## config.mk

```make
export PLATFORM = sky130hd
export DESIGN_NAME = uart_status_flags
export DESIGN_NICKNAME = d
export VERILOG_FILES = /design/src/uart_status_flags_pkg.sv /design/src/uart_status_flags.sv /design/src/parity_check.sv /design/src/irq_unit.sv
export VERILOG_INCLUDE_DIRS = /design/src
export SDC_FILE = /design/constraint.sdc
export NUM_CORES = 1
export LEC_CHECK = 0
export BUFFER_PORTS_ARGS = -buffer_cell sky130_fd_sc_hd__buf_4
export CAP_MARGIN = 10
export CORE_ASPECT_RATIO = 1.1
export CORE_MARGIN = 1
export CORE_UTILIZATION = 55
export CTS_BUF_LIST = sky130_fd_sc_hd__clkbuf_8
export CTS_CLUSTER_SIZE = 25
export DETAILED_ROUTE_END_ITERATION = 10
export PLACE_DENSITY_LB_ADDON = 0.25
export SETUP_SLACK_MARGIN = 0.4
export SYNTH_ARGS = -nofsm -noshare
export SYNTH_HDL_FRONTEND = slang
export SYNTH_HIERARCHICAL = 1
export SYNTH_SLANG_ARGS = --single-unit
export TNS_END_PERCENT = 1
```

## constraint.sdc

```tcl
create_clock -name ref_clk_in -period 4.6 [get_ports ref_clk_in]
set_input_delay 0 -clock ref_clk_in [delete_from_list [all_inputs] [get_ports ref_clk_in]]
set_output_delay 0 -clock ref_clk_in [all_outputs]
set_load 0.01 [all_outputs]
```

## src/uart_status_flags_map.svh

```systemverilog
// register offsets, field positions and reset values of the serial port status block
`ifndef UART_STATUS_FLAGS_MAP_SVH
`define UART_STATUS_FLAGS_MAP_SVH

`define OFS_STATUS 8'h00
`define OFS_CONTROL 8'h04
`define OFS_INT_STATUS 8'h08
`define OFS_INT_MASK 8'h0c

`define BIT_TSF 7
`define BIT_PE 2
`define BIT_FE 1
`define BIT_OVE 0
`define STATUS_RESET 8'h00
`define STATUS_ERR_MASK 8'h07

`define CTRL_RESET 8'h00
`define CTRL_WMASK 8'h1f
`define PAR_NONE 2'h0
`define PAR_EVEN 2'h1
`define PAR_ODD 2'h2
`define PAR_ZERO 2'h3

`define INT_OVE 0
`define INT_FE 1
`define INT_PE 2
`define INT_TXDONE 3
`define INT_RESET 4'h0

`endif

```

## src/uart_status_flags_pkg.sv

```systemverilog
// types shared by the serial port status block
`default_nettype none
package uart_status_flags_pkg;

    typedef struct packed {
        logic transfer_in_progress_flag;
        logic [3:0] zero;
        logic parity_error_flag;
        logic framing_error_flag;
        logic overrun_error_flag;
    } status_t;

    typedef struct packed {
        logic [2:0] zero;
        logic [1:0] parity_mode;
        logic receive_enable_control;
        logic transmit_enable_control;
        logic port_power_control;
    } ctrl_t;

    typedef struct packed {
        logic valid;
        logic [7:0] data;
        logic parity_bit;
        logic stop_bit;
    } rx_frame_t;

    typedef struct packed {
        logic wr;
        logic rd;
        logic [7:0] addr;
        logic [7:0] wdata;
        logic bit_access;
        logic [2:0] bit_index;
    } bus_req_t;

    // lanes touched by an access: whole byte, or the single addressed bit
    function automatic logic [7:0] access_mask(input logic bit_access, input logic [2:0] bit_index);
        logic [7:0] m;
        m = 8'hff;
        if (bit_access) begin
            m = 8'h01 << bit_index;
        end
        return m;
    endfunction

endpackage
`default_nettype wire

```

## src/uart_status_flags.sv

```systemverilog
// status register of the asynchronous serial port with its control bits and interrupt
//
// Functional notes
// - the 8-bit status byte holds the transfer flag in bit 7, parity error in bit 2, framing in 1, overrun in 0, bits 6..3 zero.
// - the status byte may be accessed as a whole byte or one bit at a time.
// - the transfer-in-progress flag is read-only and writes never change it.
// - writing 0 clears an error flag, writing 1 leaves it as it is, so software can never set one.
// - reset and a cleared port power control initialize the whole status byte.
// - the transfer flag is held clear while port power or transmit enable is 0.
// - a transmit data write sets the transfer flag; a finished transfer with nothing waiting clears it.
// - a received frame whose parity bit disagrees with the expected bit of the selected parity mode sets the parity error flag; mode none never flags.
// - the error flags are held clear while port power or receive enable is 0.
// - a received frame without a valid stop bit sets the framing error flag.
`timescale 1ns/1ns
`default_nettype none
`include "uart_status_flags_map.svh"
module uart_status_flags
    import uart_status_flags_pkg::*;
(
    input wire logic ref_clk_in,
    input wire logic rstn_in,
    input wire logic [7:0] addr_in,
    input wire logic [7:0] wdata_in,
    input wire logic wr_in,
    input wire logic rd_in,
    input wire logic bit_access_in,
    input wire logic [2:0] bit_index_in,
    input wire logic tx_data_write_in,
    input wire logic tx_done_in,
    input wire logic tx_next_pending_in,
    input wire logic rx_valid_in,
    input wire logic [7:0] rx_data_in,
    input wire logic rx_parity_bit_in,
    input wire logic rx_stop_bit_in,
    input wire logic rx_overrun_in,
    output logic [7:0] rdata_out,
    output logic irq_out,
    output logic port_power_out,
    output logic tx_enable_out,
    output logic rx_enable_out,
    output logic [1:0] parity_mode_out
);

    ////////////////////////////////////////////////////////////////////////////////
    // request grouping and decode

    bus_req_t req;
    rx_frame_t frame;
    logic [7:0] lane;
    logic wr_status, wr_control, wr_int_status, wr_int_mask;

    always_comb begin
        req.wr = wr_in;
        req.rd = rd_in;
        req.addr = addr_in;
        req.wdata = wdata_in;
        req.bit_access = bit_access_in;
        req.bit_index = bit_index_in;
        frame.valid = rx_valid_in;
        frame.data = rx_data_in;
        frame.parity_bit = rx_parity_bit_in;
        frame.stop_bit = rx_stop_bit_in;
    end

    assign lane = access_mask(req.bit_access, req.bit_index);
    assign wr_status = req.wr && (req.addr == `OFS_STATUS);
    assign wr_control = req.wr && (req.addr == `OFS_CONTROL);
    assign wr_int_status = req.wr && (req.addr == `OFS_INT_STATUS);
    assign wr_int_mask = req.wr && (req.addr == `OFS_INT_MASK);

    ////////////////////////////////////////////////////////////////////////////////
    // control bits

    ctrl_t ctrl_q, ctrl_d;

    always_comb begin
        ctrl_d = ctrl_q;
        if (wr_control) begin
            ctrl_d = ctrl_t'(((ctrl_q & ~lane) | (req.wdata & lane)) & `CTRL_WMASK);
        end
    end

    always_ff @(posedge ref_clk_in or negedge rstn_in) begin
        if (!rstn_in) begin
            ctrl_q <= ctrl_t'(`CTRL_RESET);
        end else begin
            ctrl_q <= ctrl_d;
        end
    end

    ////////////////////////////////////////////////////////////////////////////////
    // status byte

    status_t st_q, st_d;
    logic par_mismatch;
    logic on_tx, on_rx;
    logic pe_ev, fe_ev, ove_ev, txdone_ev;

    parity_check u_parity (
        .parity_mode_in(ctrl_q.parity_mode),
        .data_in(frame.data),
        .parity_bit_in(frame.parity_bit),
        .mismatch_out(par_mismatch)
    );

    assign on_tx = ctrl_q.port_power_control && ctrl_q.transmit_enable_control;
    assign on_rx = ctrl_q.port_power_control && ctrl_q.receive_enable_control;
    assign pe_ev = on_rx && frame.valid && par_mismatch;
    assign fe_ev = on_rx && frame.valid && !frame.stop_bit;
    assign ove_ev = on_rx && rx_overrun_in;
    assign txdone_ev = on_tx && st_q.transfer_in_progress_flag && tx_done_in && !tx_next_pending_in
        && !tx_data_write_in;

    always_comb begin
        st_d = st_q;
        // software may only clear error bits, never set them; bit 7 ignores writes
        if (wr_status) begin
            st_d.parity_error_flag = st_q.parity_error_flag & ~(lane[`BIT_PE] & ~req.wdata[`BIT_PE]);
            st_d.framing_error_flag = st_q.framing_error_flag & ~(lane[`BIT_FE] & ~req.wdata[`BIT_FE]);
            st_d.overrun_error_flag = st_q.overrun_error_flag & ~(lane[`BIT_OVE] & ~req.wdata[`BIT_OVE]);
        end
        // hardware sets win over a clear in the same cycle; good frames never clear
        if (pe_ev) begin
            st_d.parity_error_flag = 1'b1;
        end
        if (fe_ev) begin
            st_d.framing_error_flag = 1'b1;
        end
        if (ove_ev) begin
            st_d.overrun_error_flag = 1'b1;
        end
        if (tx_done_in && !tx_next_pending_in) begin
            st_d.transfer_in_progress_flag = 1'b0;
        end
        if (tx_data_write_in) begin
            st_d.transfer_in_progress_flag = 1'b1;
        end
        if (!ctrl_q.transmit_enable_control) begin
            st_d.transfer_in_progress_flag = 1'b0;
        end
        if (!ctrl_q.receive_enable_control) begin
            st_d.parity_error_flag = 1'b0;
            st_d.framing_error_flag = 1'b0;
            st_d.overrun_error_flag = 1'b0;
        end
        if (!ctrl_q.port_power_control) begin
            st_d = status_t'(`STATUS_RESET);
        end
        st_d.zero = 4'h0;
    end

    always_ff @(posedge ref_clk_in or negedge rstn_in) begin
        if (!rstn_in) begin
            st_q <= status_t'(`STATUS_RESET);
        end else begin
            st_q <= st_d;
        end
    end

    ////////////////////////////////////////////////////////////////////////////////
    // interrupt

    logic [3:0] events;
    logic [3:0] int_status, int_mask;

    always_comb begin
        events = 4'h0;
        events[`INT_OVE] = ove_ev;
        events[`INT_FE] = fe_ev;
        events[`INT_PE] = pe_ev;
        events[`INT_TXDONE] = txdone_ev;
    end

    irq_unit u_irq (
        .ref_clk_in(ref_clk_in),
        .rstn_in(rstn_in),
        .event_in(events),
        .status_wr_in(wr_int_status),
        .mask_wr_in(wr_int_mask),
        .wdata_in(req.wdata[3:0]),
        .lane_in(lane[3:0]),
        .int_status_out(int_status),
        .int_mask_out(int_mask),
        .irq_out(irq_out)
    );

    ////////////////////////////////////////////////////////////////////////////////
    // read data, valid only in the cycle after the read strobe

    logic [7:0] rdata_q, rdata_d;

    always_comb begin
        rdata_d = 8'h00;
        if (req.rd) begin
            case (req.addr)
                `OFS_STATUS: rdata_d = st_q;
                `OFS_CONTROL: rdata_d = ctrl_q;
                `OFS_INT_STATUS: rdata_d = {4'h0, int_status};
                `OFS_INT_MASK: rdata_d = {4'h0, int_mask};
                default: rdata_d = 8'h00;
            endcase
        end
    end

    always_ff @(posedge ref_clk_in or negedge rstn_in) begin
        if (!rstn_in) begin
            rdata_q <= 8'h00;
        end else begin
            rdata_q <= rdata_d;
        end
    end

    assign rdata_out = rdata_q;
    assign port_power_out = ctrl_q.port_power_control;
    assign tx_enable_out = ctrl_q.transmit_enable_control;
    assign rx_enable_out = ctrl_q.receive_enable_control;
    assign parity_mode_out = ctrl_q.parity_mode;
endmodule // uart_status_flags
`default_nettype wire

```

## src/parity_check.sv

```systemverilog
// compares the parity bit of a received frame against the expected bit of the selected mode: the data parity for even, its inverse for odd, 0 for zero
`timescale 1ns/1ns
`default_nettype none
`include "uart_status_flags_map.svh"
module parity_check
    import uart_status_flags_pkg::*;
(
    input wire logic [1:0] parity_mode_in,
    input wire logic [7:0] data_in,
    input wire logic parity_bit_in,
    output logic mismatch_out
);
    logic expected;

    always_comb begin
        expected = 1'b0;
        case (parity_mode_in)
            `PAR_EVEN: expected = ^data_in;
            `PAR_ODD: expected = ~(^data_in);
            `PAR_ZERO: expected = 1'b0;
            default: expected = parity_bit_in;
        endcase
        // no parity selected: never a mismatch
        mismatch_out = (parity_mode_in != `PAR_NONE) && (expected != parity_bit_in);
    end
endmodule // parity_check
`default_nettype wire

```

## src/irq_unit.sv

```systemverilog
// sticky event bits, mask and level interrupt output
`timescale 1ns/1ns
`default_nettype none
`include "uart_status_flags_map.svh"
module irq_unit
    import uart_status_flags_pkg::*;
(
    input wire logic ref_clk_in,
    input wire logic rstn_in,
    input wire logic [3:0] event_in,
    input wire logic status_wr_in,
    input wire logic mask_wr_in,
    input wire logic [3:0] wdata_in,
    input wire logic [3:0] lane_in,
    output logic [3:0] int_status_out,
    output logic [3:0] int_mask_out,
    output logic irq_out
);
    logic [3:0] ist_q, ist_d, msk_q, msk_d;
    logic irq_q, irq_d;

    always_comb begin
        ist_d = ist_q;
        msk_d = msk_q;
        if (status_wr_in) begin
            ist_d = ist_q & ~(wdata_in & lane_in);
        end
        // a new event wins over a clear in the same cycle
        ist_d = ist_d | event_in;
        if (mask_wr_in) begin
            msk_d = (msk_q & ~lane_in) | (wdata_in & lane_in);
        end
        irq_d = |(ist_d & msk_d);
    end

    always_ff @(posedge ref_clk_in or negedge rstn_in) begin
        if (!rstn_in) begin
            ist_q <= `INT_RESET;
            msk_q <= `INT_RESET;
            irq_q <= 1'b0;
        end else begin
            ist_q <= ist_d;
            msk_q <= msk_d;
            irq_q <= irq_d;
        end
    end

    assign int_status_out = ist_q;
    assign int_mask_out = msk_q;
    assign irq_out = irq_q;
endmodule // irq_unit
`default_nettype wire

```

Yosys cells after proc, flatten, opt, wreduce, memory -nomap -nowiden:

Index checks and enable logic that the tools add are counted.

* input port bits: 39
* bits in latches: 0
* flip-flop bits (word level): 26
* bits in writable memories: 0
* logic and storage cells: 87
* output and inout port bits: 14
* bits in read-only memories: 0
* memories: 0

* add/sub/neg operators: 0
* multipliers: 0
* magnitude comparators: 0
* reduce and logical (&&, ||, !) cells: 23
* div/mod/pow operators: 0
* muxes and demuxes: 15
* equality and inequality tests: 11
* bitwise logic cells: 25
* shift operators: 1

Operators with widths (number)
* 8-bit one-hot mux with 4 select lines: 1
* 4-bit bitwise AND: 4
* 8-bit by 4-bit == test with 1-bit output, second input constant: 2
* 1-bit logical AND: 16
* 8-bit two-way mux: 2
* 4-bit by 3-bit != test with 1-bit output, second input constant: 4
* 5-bit bitwise AND: 2
* 8-bit by 3-bit == test with 1-bit output, second input constant: 1
* 8-bit zero test: 1
* 4-bit two-way mux: 2
* 4-bit NOT: 2
* 4-bit bitwise OR: 2
* 8-bit XOR reduction: 1
* 1-bit NOT: 7
* 1-bit bitwise AND: 6
* 1-bit two-way mux: 6
* 3-bit two-way mux: 2
* 5-bit two-way mux: 1
* 5-bit NOT: 1
* 5-bit bitwise OR: 1
* 1-bit by 3-bit left shift with 5-bit output, first input constant: 1
* 2-bit == test, second input constant: 2
* 4-bit OR reduction: 1
* 1-bit zero test: 3
* other kinds (4): 4

Logic depth before layout (Yosys ltp):

Gate-level depths: netlist of run 1.

* word-level depth: 9
* depth in mapped cells: 9
* depth with buffers taken out: 9

Hierarchy:

The synthesis of run 1 kept the hierarchy.

By module, submodules not included
* uart_status_flags: times used 1, cells each 86, seq. area each 375.4 sq um, area each 947.2 sq um
* irq_unit: times used 1, cells each 34, seq. area each 225.2 sq um, area each 415.4 sq um
* parity_check: times used 1, cells each 14, seq. area each 0.0 sq um, area each 100.1 sq um

Least setup slack after synthesis of run 1:

OpenSTA, ideal clock, no wires.

* kind: input to register
* from: input addr_in[5]
* to: register u_irq.irq_q (netlist: u_irq/irq_out)
* library setup time: 0.140 ns
* slack: 2.814 ns
* arrival: 1.646 ns
* buffers on the path: 1
* data required time: 4.460 ns
* stages: 6
* cells stage by stage: or4_4 -> buf_6 -> nor4_1 -> a21boi_0 -> o221ai_2 -> o2111ai_1

* elaborated cells between the ends (all ways): 9
* classes of those cells: eq/ne: 2; mux: 2; bitwise: 2; reduce/logical: 3

RTL lines
* from (decl): line uart_status_flags.sv:22 `input wire logic [7:0] addr_in,`
* 8-bit by 4-bit == test with 1-bit output
* 1-bit logical AND: line uart_status_flags.sv:69 `` assign wr_int_mask = req.wr && (req.addr == `OFS_INT_MASK); ``
* named net wr_int_mask: line uart_status_flags.sv:50 `logic wr_status, wr_control, wr_int_status, wr_int_mask;`
* 4-bit two-way mux: line irq_unit.sv:30 `if (mask_wr_in) begin`
* 4-bit bitwise AND: line irq_unit.sv:33 `irq_d = |(ist_d & msk_d);`
* 4-bit OR reduction: line irq_unit.sv:33
* named net u_irq.irq_d: line irq_unit.sv:20 `logic irq_q, irq_d;`
* to (signal assigned): line irq_unit.sv:44 `irq_q <= irq_d;`
* to (decl): line irq_unit.sv:20

The timed path passes the listed nets, and every way through them passes these cells.
A chain may end at the register's enable or synchronous reset.

Worst setup path after layout of run 1:

Ends and elaborated chain as after synthesis.

==> results of run 1 <==
## kinds of logic after synthesis
kind of cell,after synthesis
AO/OA/AOI/OAI,26
XOR/XNOR,7
buffers and inverters,11
flip-flops,24
multiplexers,10
other,1
AND/OR/NAND/NOR,55
## area by class of cell
cell class              count  share of cell area [%]
clock inverters             1                    1.53
inverters                   5                   0.958
multi-input cells         100                    41.2
repair buffers             54                    21.6
well taps                  31                    1.98
flip-flops and latches     24                    30.7
clock buffers               3                    2.11
## layout by cell type, fill, tap and decap left out, types with 2 or more instances in the layout
cell type,netlist,layout
a311oi_1,2,2
nor4_1,5,5
conb_1,1,2
nand4b_1,3,3
nor2b_1,4,4
a21oi_1,4,4
or3b_2,4,4
or2_2,2,2
dfrtp_1,24,24
o21a_1,3,3
nand3b_1,2,2
mux2_1,6,6
a31oi_1,2,2
nand2_1,9,9
a2111oi_2,2,2
a21boi_0,3,3
o221ai_2,2,2
xnor2_1,7,7
clkbuf_8,0,3
nand3_1,5,5
nor2_1,8,8
inv_1,5,5
a2111oi_4,2,2
mux4_2,3,3
and3_2,2,2
and3_1,3,3
dlygate4sd3_1,0,7
or2_1,2,2
buf_4,2,47
## routing by layer
metal	global-route usage (%)	part of all wire (%)	up-vias	wire length (um)
li1	-	-	607	-
met3	3.55	5.1	14	190
met2	50.6	54	55	1980
met1	32.4	39	645	1440
met4	9.13	2.3	0	85
met5	0	0	-	0
## metrics by stage
step	cell area [um2]	cells	total power (W)
after CTS	1960	218	0.000487
after floorplan	1470	135	0.000256
after global routing	1960	218	0.000504
after detailed placement	1820	207	0.000296
after global placement	1820	207	0.000293
final	1960	218	0.000487
## power by group through the flow
stage	combinational (W)	sequential [W]	clock, W
after floorplan	0.0000357	0.000221	0
after detailed placement	0.0000756	0.000221	0
after global routing	0.0000885	0.000217	0.000198
after global placement	0.0000718	0.000221	0
final	0.0000817	0.000217	0.000189
after CTS	0.0000813	0.000217	0.000189
## how the worst min path moves through the flow
stage / from / cells after the start / end
floorplan: rstn_in / 0 / asynchronous set/reset pin
global placement: rstn_in / 1 / rdata_out[4]
detailed placement: rstn_in / 1 / rdata_out[3]
CTS: addr_in[3] / 2 / rdata_out[7]
global route: addr_in[2] / 2 / rdata_out[7]
finish: addr_in[2] / 2 / rdata_out[7]
## what timing repair did
action / CTS / global route
setup endpoints to repair: 0 / 0
setup buffers: 0 / 0
hold endpoints to repair: 31 / 0
hold buffers: 7 / 0
gates resized for setup: 0 / 0
==> results.ini, run 1 <==
[run_status]
run_status=finished clean

[sta]
rsz0062_at_grt=no
period_share_pct=50.2
min_period_ps=2310
skew_ps=2.59
hold_viol=0
layout_setup_ws_ps=2290
slew_headroom_pct=22.5
fmaxAchievable_mhz=433
tightest_slew_ps=1150
setup-violations-final=0
slew_viol_final=0
whs_ps=2.74
final.setup.tns_ps=0

[placement]
place.gp.congestion=0.813
port_buffers=47
place_hpwl_um=2690
place_ws_ps=2090

[logic_synthesis]
syn_area_per_cell_um2=10.9
synth_xor_area_share_pct=4.19
syn_area_mm2=0.00146
synth_fa_ha_area_share_pct=0
synth_seq_area_share_pct=41.1
ys.flop_type=dfrtp_1
synth-seq-cells=24
synth_top_family_by_area=simple AND/OR/NAND/NOR gates
synth_top_area_cell=dfrtp_1
synth_cell_type_count=43
synth-compound-area-share_pct=17.5
yosys_warnings=6
synthArstFlopShare_pct=100
yosysTopAreaCellShare_pct=41.1
netlist_instances=134
synth_mux_area_share_pct=9.92
yosys-top-cells-count=24 x dfrtp_1, 9 x nand2_1, 8 x nor2_1
synth-edff-count=0
synthTopCellsByArea=dfrtp_1 41%, mux2_1 4.6%, mux4_2 4.6%, xnor2_1 4.2%, a2111oi_4 3.8%
synthSimpleGateAreaFrac_pct=23.1
yosysMostFrequentCell=dfrtp_1

[power]
power.net_switching_w=0.000116
powerDensity_mw_per_mm2=249
p_clk_share_pct=38.8
p_leak_nw=0.902
worst_ir_drop_vdd_v=0.000257
intPower_w=0.000372
power_frac_comb_pct=16.8
power_frac_seq_pct=44.5
p_sw_share_pct=23.8

[floorplan]
core-area_mm2=0.00252
dieArea_mm2=0.00287
ioPinCount=53
initial_core_util_pct=58.0
die_w_um=51.2
die_y_um=56.1
rows=19

[layout]
regArea_um2=601
n_antenna_cell=0
final_core_util_pct=77.8
drive_above_1_share_pct=37.4
finalNetCount=227
area_growth_pct=34.0
multi_input_area_um2=807
nFillCells=181

[clock_network]
htree_num_levels=1
clk_root_buffer_cell=clkbuf_8
cts_buffers=3
clk_pin_slew_worst_paths_ps=90
insertion_delay_ps=270
clock-sinks=24
clockBufferDepth=2
cts_tree=built

[flow_run]
drv_cap=0

[worst_setup_path]
worstPathRequired_ps=4740
crit_cells=6
reg2reg_to=u_irq/irq_out
critPathMaxStageDelay_ps=960
path_delay_family=simple AND/OR/NAND/NOR gates
critPathArrivalTime_ps=2450
endpoint=u_irq/irq_out
cp_cell_sequence=buf_4, or4_4, nor4_1, a21boi_0, o221ai_2, o2111ai_1
worstSetupPathType=in2reg
critPathBufInv=1
reg2reg_depth=7
critPathSlowestCell=nor4_1
startpoint_type=input pin
critPathMaxFanout=7
startpoint=addr_in[5]
rrSetupSlack_ps=2620
end_kind=flop

[global_routing]
antenna_found_initial=0
grt_pass1_wl_um=5920
grt_max_degree=25
track_usage_pct=27.7
grt_overflow=0
grt_pass1_vias=1317

[route]
drt-pass1-iter-count=4
drc=0
drtAntennaViolNets=0
num_vias=1321
initialDrtViolationCount=49
drt-total-wl_um=3700
wl_per_cell_um=16.9
vias_per_cell=6.06

[worst_hold_path]
hold_path_class=in2reg

(Power assumes the default switching activity.)
==> run 2: changes to the inputs <==
- CORE_UTILIZATION: 55 -> 51
- clock period: 4.6 -> 2.3 ns (I/O delays scaled with it)
==> results.ini, run 2 (synthesis gave the netlist of run 1 again) <==
[run_status]
run_status=finished clean

[worst_setup_path]
startpoint_type=flop
critPathSlowestCell=or3b_2
end_kind=flop
worstPathRequired_ps=2480  ; -2260 ps
crit_cells=7  ; +1
cp_cell_sequence=or3b_2, a21o_1, nand3_2, and3_4, nand4b_1, o221ai_2, o2111ai_2
reg2reg_depth=7  ; unchanged
critPathMaxStageDelay_ps=450  ; -510 ps
critPathMaxFanout=5  ; -2
rrSetupSlack_ps=440  ; -2180 ps
critPathArrivalTime_ps=2050  ; -400 ps
critPathBufInv=0  ; -1
path_delay_family=simple AND/OR/NAND/NOR gates
worstSetupPathType=reg2reg

[clock_network]
cts_buffers=3  ; unchanged
clk_pin_slew_worst_paths_ps=80  ; about the same
clockBufferDepth=2  ; unchanged
clk_root_buffer_cell=clkbuf_8
htree_num_levels=1  ; unchanged
insertion_delay_ps=260  ; about the same
cts_tree=built
clock-sinks=24  ; unchanged

[route]
drtAntennaViolNets=0  ; unchanged
wl_met1_um=1520  ; +5.7%
wl_met3_um=169  ; -11%
wl_per_cell_um=17.0  ; +0.38%
top_layer=met4
drc=0  ; unchanged
drt-total-wl_um=3790  ; +2.7%
drt-pass1-iter-count=4  ; unchanged
initialDrtViolationCount=43  ; -12%
dr_wl_met2_um=2040  ; +3.1%
vias_per_cell=5.80  ; -4.3%
num_vias=1293  ; -2.1%

[layout]
final_core_util_pct=72.1  ; -5.7 points
layout.cells.non_filler=223  ; +2.3%
layout_common_cells=51 x buf_4, 24 x dfrtp_1, 9 x nand2_1
drive_above_1_share_pct=40.5  ; +3.1 points
n_antenna_cell=0  ; unchanged
finalNetCount=231  ; +1.8%
area_growth_pct=35.7
final_common_cell=buf_4

[sta]
hold_viol=0  ; unchanged
skew_ps=1.22  ; -1.37 ps
slew_viol_final=0  ; unchanged
period_share_pct=81.0
slew_headroom_pct=62.2  ; +40 points
whs_ps=2.94  ; +0.196 ps
setup-violations-final=0  ; unchanged
tightest_slew_ps=562  ; -589 ps
fmaxAchievable_mhz=537
final.setup.tns_ps=0  ; unchanged
rsz0062_at_grt=no
min_period_ps=1860

[flow_run]
drv_cap=0  ; unchanged

[floorplan]
ioPinCount=53  ; unchanged
core-area_mm2=0.00275  ; +9.2%
rows=20  ; +1
die_w_um=53.1  ; +3.7%
initial_core_util_pct=53.1  ; -4.9 points
dieArea_mm2=0.00309  ; +7.5%
die_y_um=58.2  ; +3.7%

[worst_hold_path]
hold_depth=2  ; unchanged
hold_path_class=in2reg

[power]
p_leak_nw=0.918  ; +1.9%
power_w=0.000844  ; +73%
powerDensity_mw_per_mm2=425  ; +71%
worst_ir_drop_vdd_v=0.000273  ; +6.3%

[placement]
place.gp.congestion=0.838  ; +3.1%
port_buffers=47  ; unchanged
place_hpwl_um=2630  ; -2.3%
dp.cells=211  ; +1.9%

[global_routing]
grt_overflow=0  ; unchanged
grt_pass1_vias=1359  ; +3.2%
antenna_found_initial=0  ; unchanged
grt_pass1_wl_um=6020  ; +1.6%
track_usage_pct=27.0  ; -0.65 points
grt_max_degree=25  ; unchanged

run 2: repair_timing:
item / CTS / global route
hold buffers: 7 / 0
resized for setup: 1 / 3
buffers inserted: 1 / 1
endpoints found under the hold margin: 30 / 0
endpoints found under the setup margin: 1 / 1
pin swaps: 0 / 1
run 2: worst paths after layout:
kind,startpoint,endpoint
setup / recovery,flop,u_irq/irq_out
hold / removal,addr_in[3],rdata_out[7]
setup reg to reg,flop,u_irq/irq_out
hold reg to reg,u_irq/int_status_out[3],u_irq/int_status_out[3]
max in group asynchronous,rstn_in,u_irq/int_mask_out[1]
min in group asynchronous,rstn_in,rdata_out[4]
run 2: final cells by class:
class                      instances  area (um2)
sequential                        24         601
tap                               33        41.3
clock buffer                       3        41.3
timing repair buffer              58         453
multi-input combinational        100         830
fill                             204         768
inverter                           5        18.8
run 2: per-layer routing:
| layer | up-vias | global-route usage [%] |
|---|---|---|
| li1 | 610 | - |
| met1 | 629 | 31.1 |
| met2 | 45 | 49.9 |
| met3 | 9 | 2.89 |
| met4 | 0 | 10.5 |
| met5 | - | 0 |
run 2: worst register-to-register path, cell delays in order (launching register included):
cell	delay, ps
dfrtp_1	430
or3b_2	450
a21o_1	190
nand3_2	110
and3_4	210
nand4b_1	160
o221ai_2	130
o2111ai_2	110
run 2: stage by stage:
| stage | area [um2] | worst slack, ps |
|---|---|---|
| floorplan | 1470 | 514 |
| global placement | 1840 | 484 |
| detailed placement | 1840 | 383 |
| CTS | 1960 | 403 |
| global route | 1980 | 417 |
| finish | 1980 | 437 |
run 2: where the power goes:
part / internal, W / switching (W)
Clock: 0.000117 / 0.000130
Combinational: 0.0000845 / 0.0000792
Sequential: 0.000427 / 0.00000560
==> run 3: changes to the inputs <==
- clock period: 2.3 -> 1.9 ns (I/O delays scaled with it)
==> results.ini, run 3 (synthesis gave the netlist of run 1 again) <==
[floorplan]
rows=20  ; unchanged
initial_core_util_pct=53.1  ; unchanged
ioPinCount=53  ; unchanged
core-area_mm2=0.00275  ; unchanged
dieArea_mm2=0.00309  ; unchanged
die_w_um=53.1  ; unchanged
die_y_um=58.2  ; unchanged

[global_routing]
grt_max_degree=25  ; unchanged
grt_pass1_wl_um=6070  ; +0.93%
grt_overflow=0  ; unchanged
track_usage_pct=27.5  ; +0.42 points
antenna_found_initial=0  ; unchanged
grt_pass1_vias=1354  ; -0.37%

[clock_network]
htree_num_levels=1  ; unchanged
clockBufferDepth=2  ; unchanged
clock-sinks=24  ; unchanged
clk_root_buffer_cell=clkbuf_8
cts_tree=built
clk_pin_slew_worst_paths_ps=90  ; about the same
insertion_delay_ps=270  ; about the same
cts_buffers=3  ; unchanged

[placement]
place.gp.congestion=0.836  ; -0.30%
place_ws_ps=149  ; -234 ps
place_hpwl_um=2770  ; +5.3%
port_buffers=47  ; unchanged

[worst_hold_path]
hold_path.startpoint=addr_in[3]
hold_path_class=in2reg

[power]
powerDensity_mw_per_mm2=533  ; +25%
worst_ir_drop_vdd_v=0.000427  ; +56%
p_leak_nw=0.946  ; +3.0%

[route]
initialDrtViolationCount=63  ; +47%
drc=0  ; unchanged
drtAntennaViolNets=0  ; unchanged
drt-total-wl_um=3870  ; +2.1%
vias_per_cell=5.91  ; +2.0%
wl_per_cell_um=17.0  ; -0.13%
num_vias=1348  ; +4.3%
drt-pass1-iter-count=4  ; unchanged

[layout]
multi_input_area_um2=847  ; +2.1%
finalNetCount=235  ; +1.7%
final_common_cell=buf_4
area_growth_pct=39.9
drive_above_1_share_pct=43.1  ; +2.6 points
layout_common_cells=55 x buf_4, 23 x dfrtp_1, 9 x nand2_1
regArea_um2=602  ; +0.21%
nFillCells=205  ; +0.49%
n_antenna_cell=0  ; unchanged

[worst_setup_path]
critPathArrivalTime_ps=1850  ; -200 ps
end_kind=flop
worstSetupPathType=reg2reg
worstPathRequired_ps=2090  ; -390 ps
startpoint_type=flop
critPathMaxFanout=2  ; -3

[sta]
slew_viol_final=0  ; unchanged
final.setup.tns_ps=0  ; unchanged
layout_setup_ws_ps=235  ; -202 ps
skew_ps=0.607  ; -0.612 ps
period_share_pct=87.7  ; +6.6 points
setup-violations-final=0  ; unchanged
hold_viol=0  ; unchanged
min_period_ps=1670  ; -198 ps
whs_ps=8.14  ; +5.20 ps
fmaxAchievable_mhz=600  ; +12%
rsz0062_at_grt=yes

[run_status]
run_status=finished clean

[flow_run]
drv_cap=0  ; unchanged

run 3: cell count changes in the layout (fill, tap and decap cells not counted), sizes merged:
| cell | change |
|---|---|
| buf | +4 |
| clkbuf | +1 |
run 3: metal layers:
metal  GRT usage (%)  up-vias  wire length, um
met4            11.7        0               78
met1            33.0      666             1510
li1                -      621                -
met3            3.94       10              188
met5               0        -                0
met2            47.9       51             2100
run 3: power breakdown:
group          switching [W]  total [W]  internal, W  leakage (nW)
logic               0.000101   0.000207     0.000106         0.585
registers         0.00000630   0.000524     0.000518         0.332
clock network       0.000175   0.000361     0.000185        0.0288
total               0.000283    0.00109     0.000809         0.946
run 3: metrics by stage:
step	std cells	instance area [um2]	power [W]	utilization [%]
2_1_floorplan	135	1500	0.000625	-
3_3_place_gp	213	1880	0.000717	68.5
3_5_place_dp	213	1880	0.000724	68.5
4_1_cts	228	2040	0.00108	74.1
5_1_grt	228	2050	0.00113	74.4
6_report	228	2050	0.00109	74.4
run 3: final cells by class:
cell class | instances | area share [%]
inverter | 5 | 0.917
sequential | 24 | 29.4
timing repair buffer | 62 | 23.6
clock buffer | 4 | 2.69
multi-input combinational | 100 | 41.4
tap | 33 | 2.02
run 3: worst paths after layout:
check / end / slack (ps) / cells after the start
max: u_irq/irq_out / 230 / 7
min: rdata_out[7] / 8 / 2
max reg2reg: u_irq/irq_out / 230 / 7
min reg2reg: st_q[7] / 520 / 2
max in group asynchronous: asynchronous set/reset pin / 1470 / 2
min in group asynchronous: rdata_out[4] / 170 / 2
run 3: critical path, stage by stage (launching register included):
cell       delay (ps)
dfrtp_2           420
or3b_4            360
a21o_1            170
nand3_2            80
and3_4            190
nand4b_1          150
o221ai_2          110
o2111ai_1         110
run 3: timing repair:
item                                    in CTS  in global routing
pin swaps                                    1                  2
resized for setup                            1                  1
endpoints found under the setup margin       3                  4
endpoints found under the hold margin       31                  0
hold buffers                                 7                  0
setup buffers                                4                  0
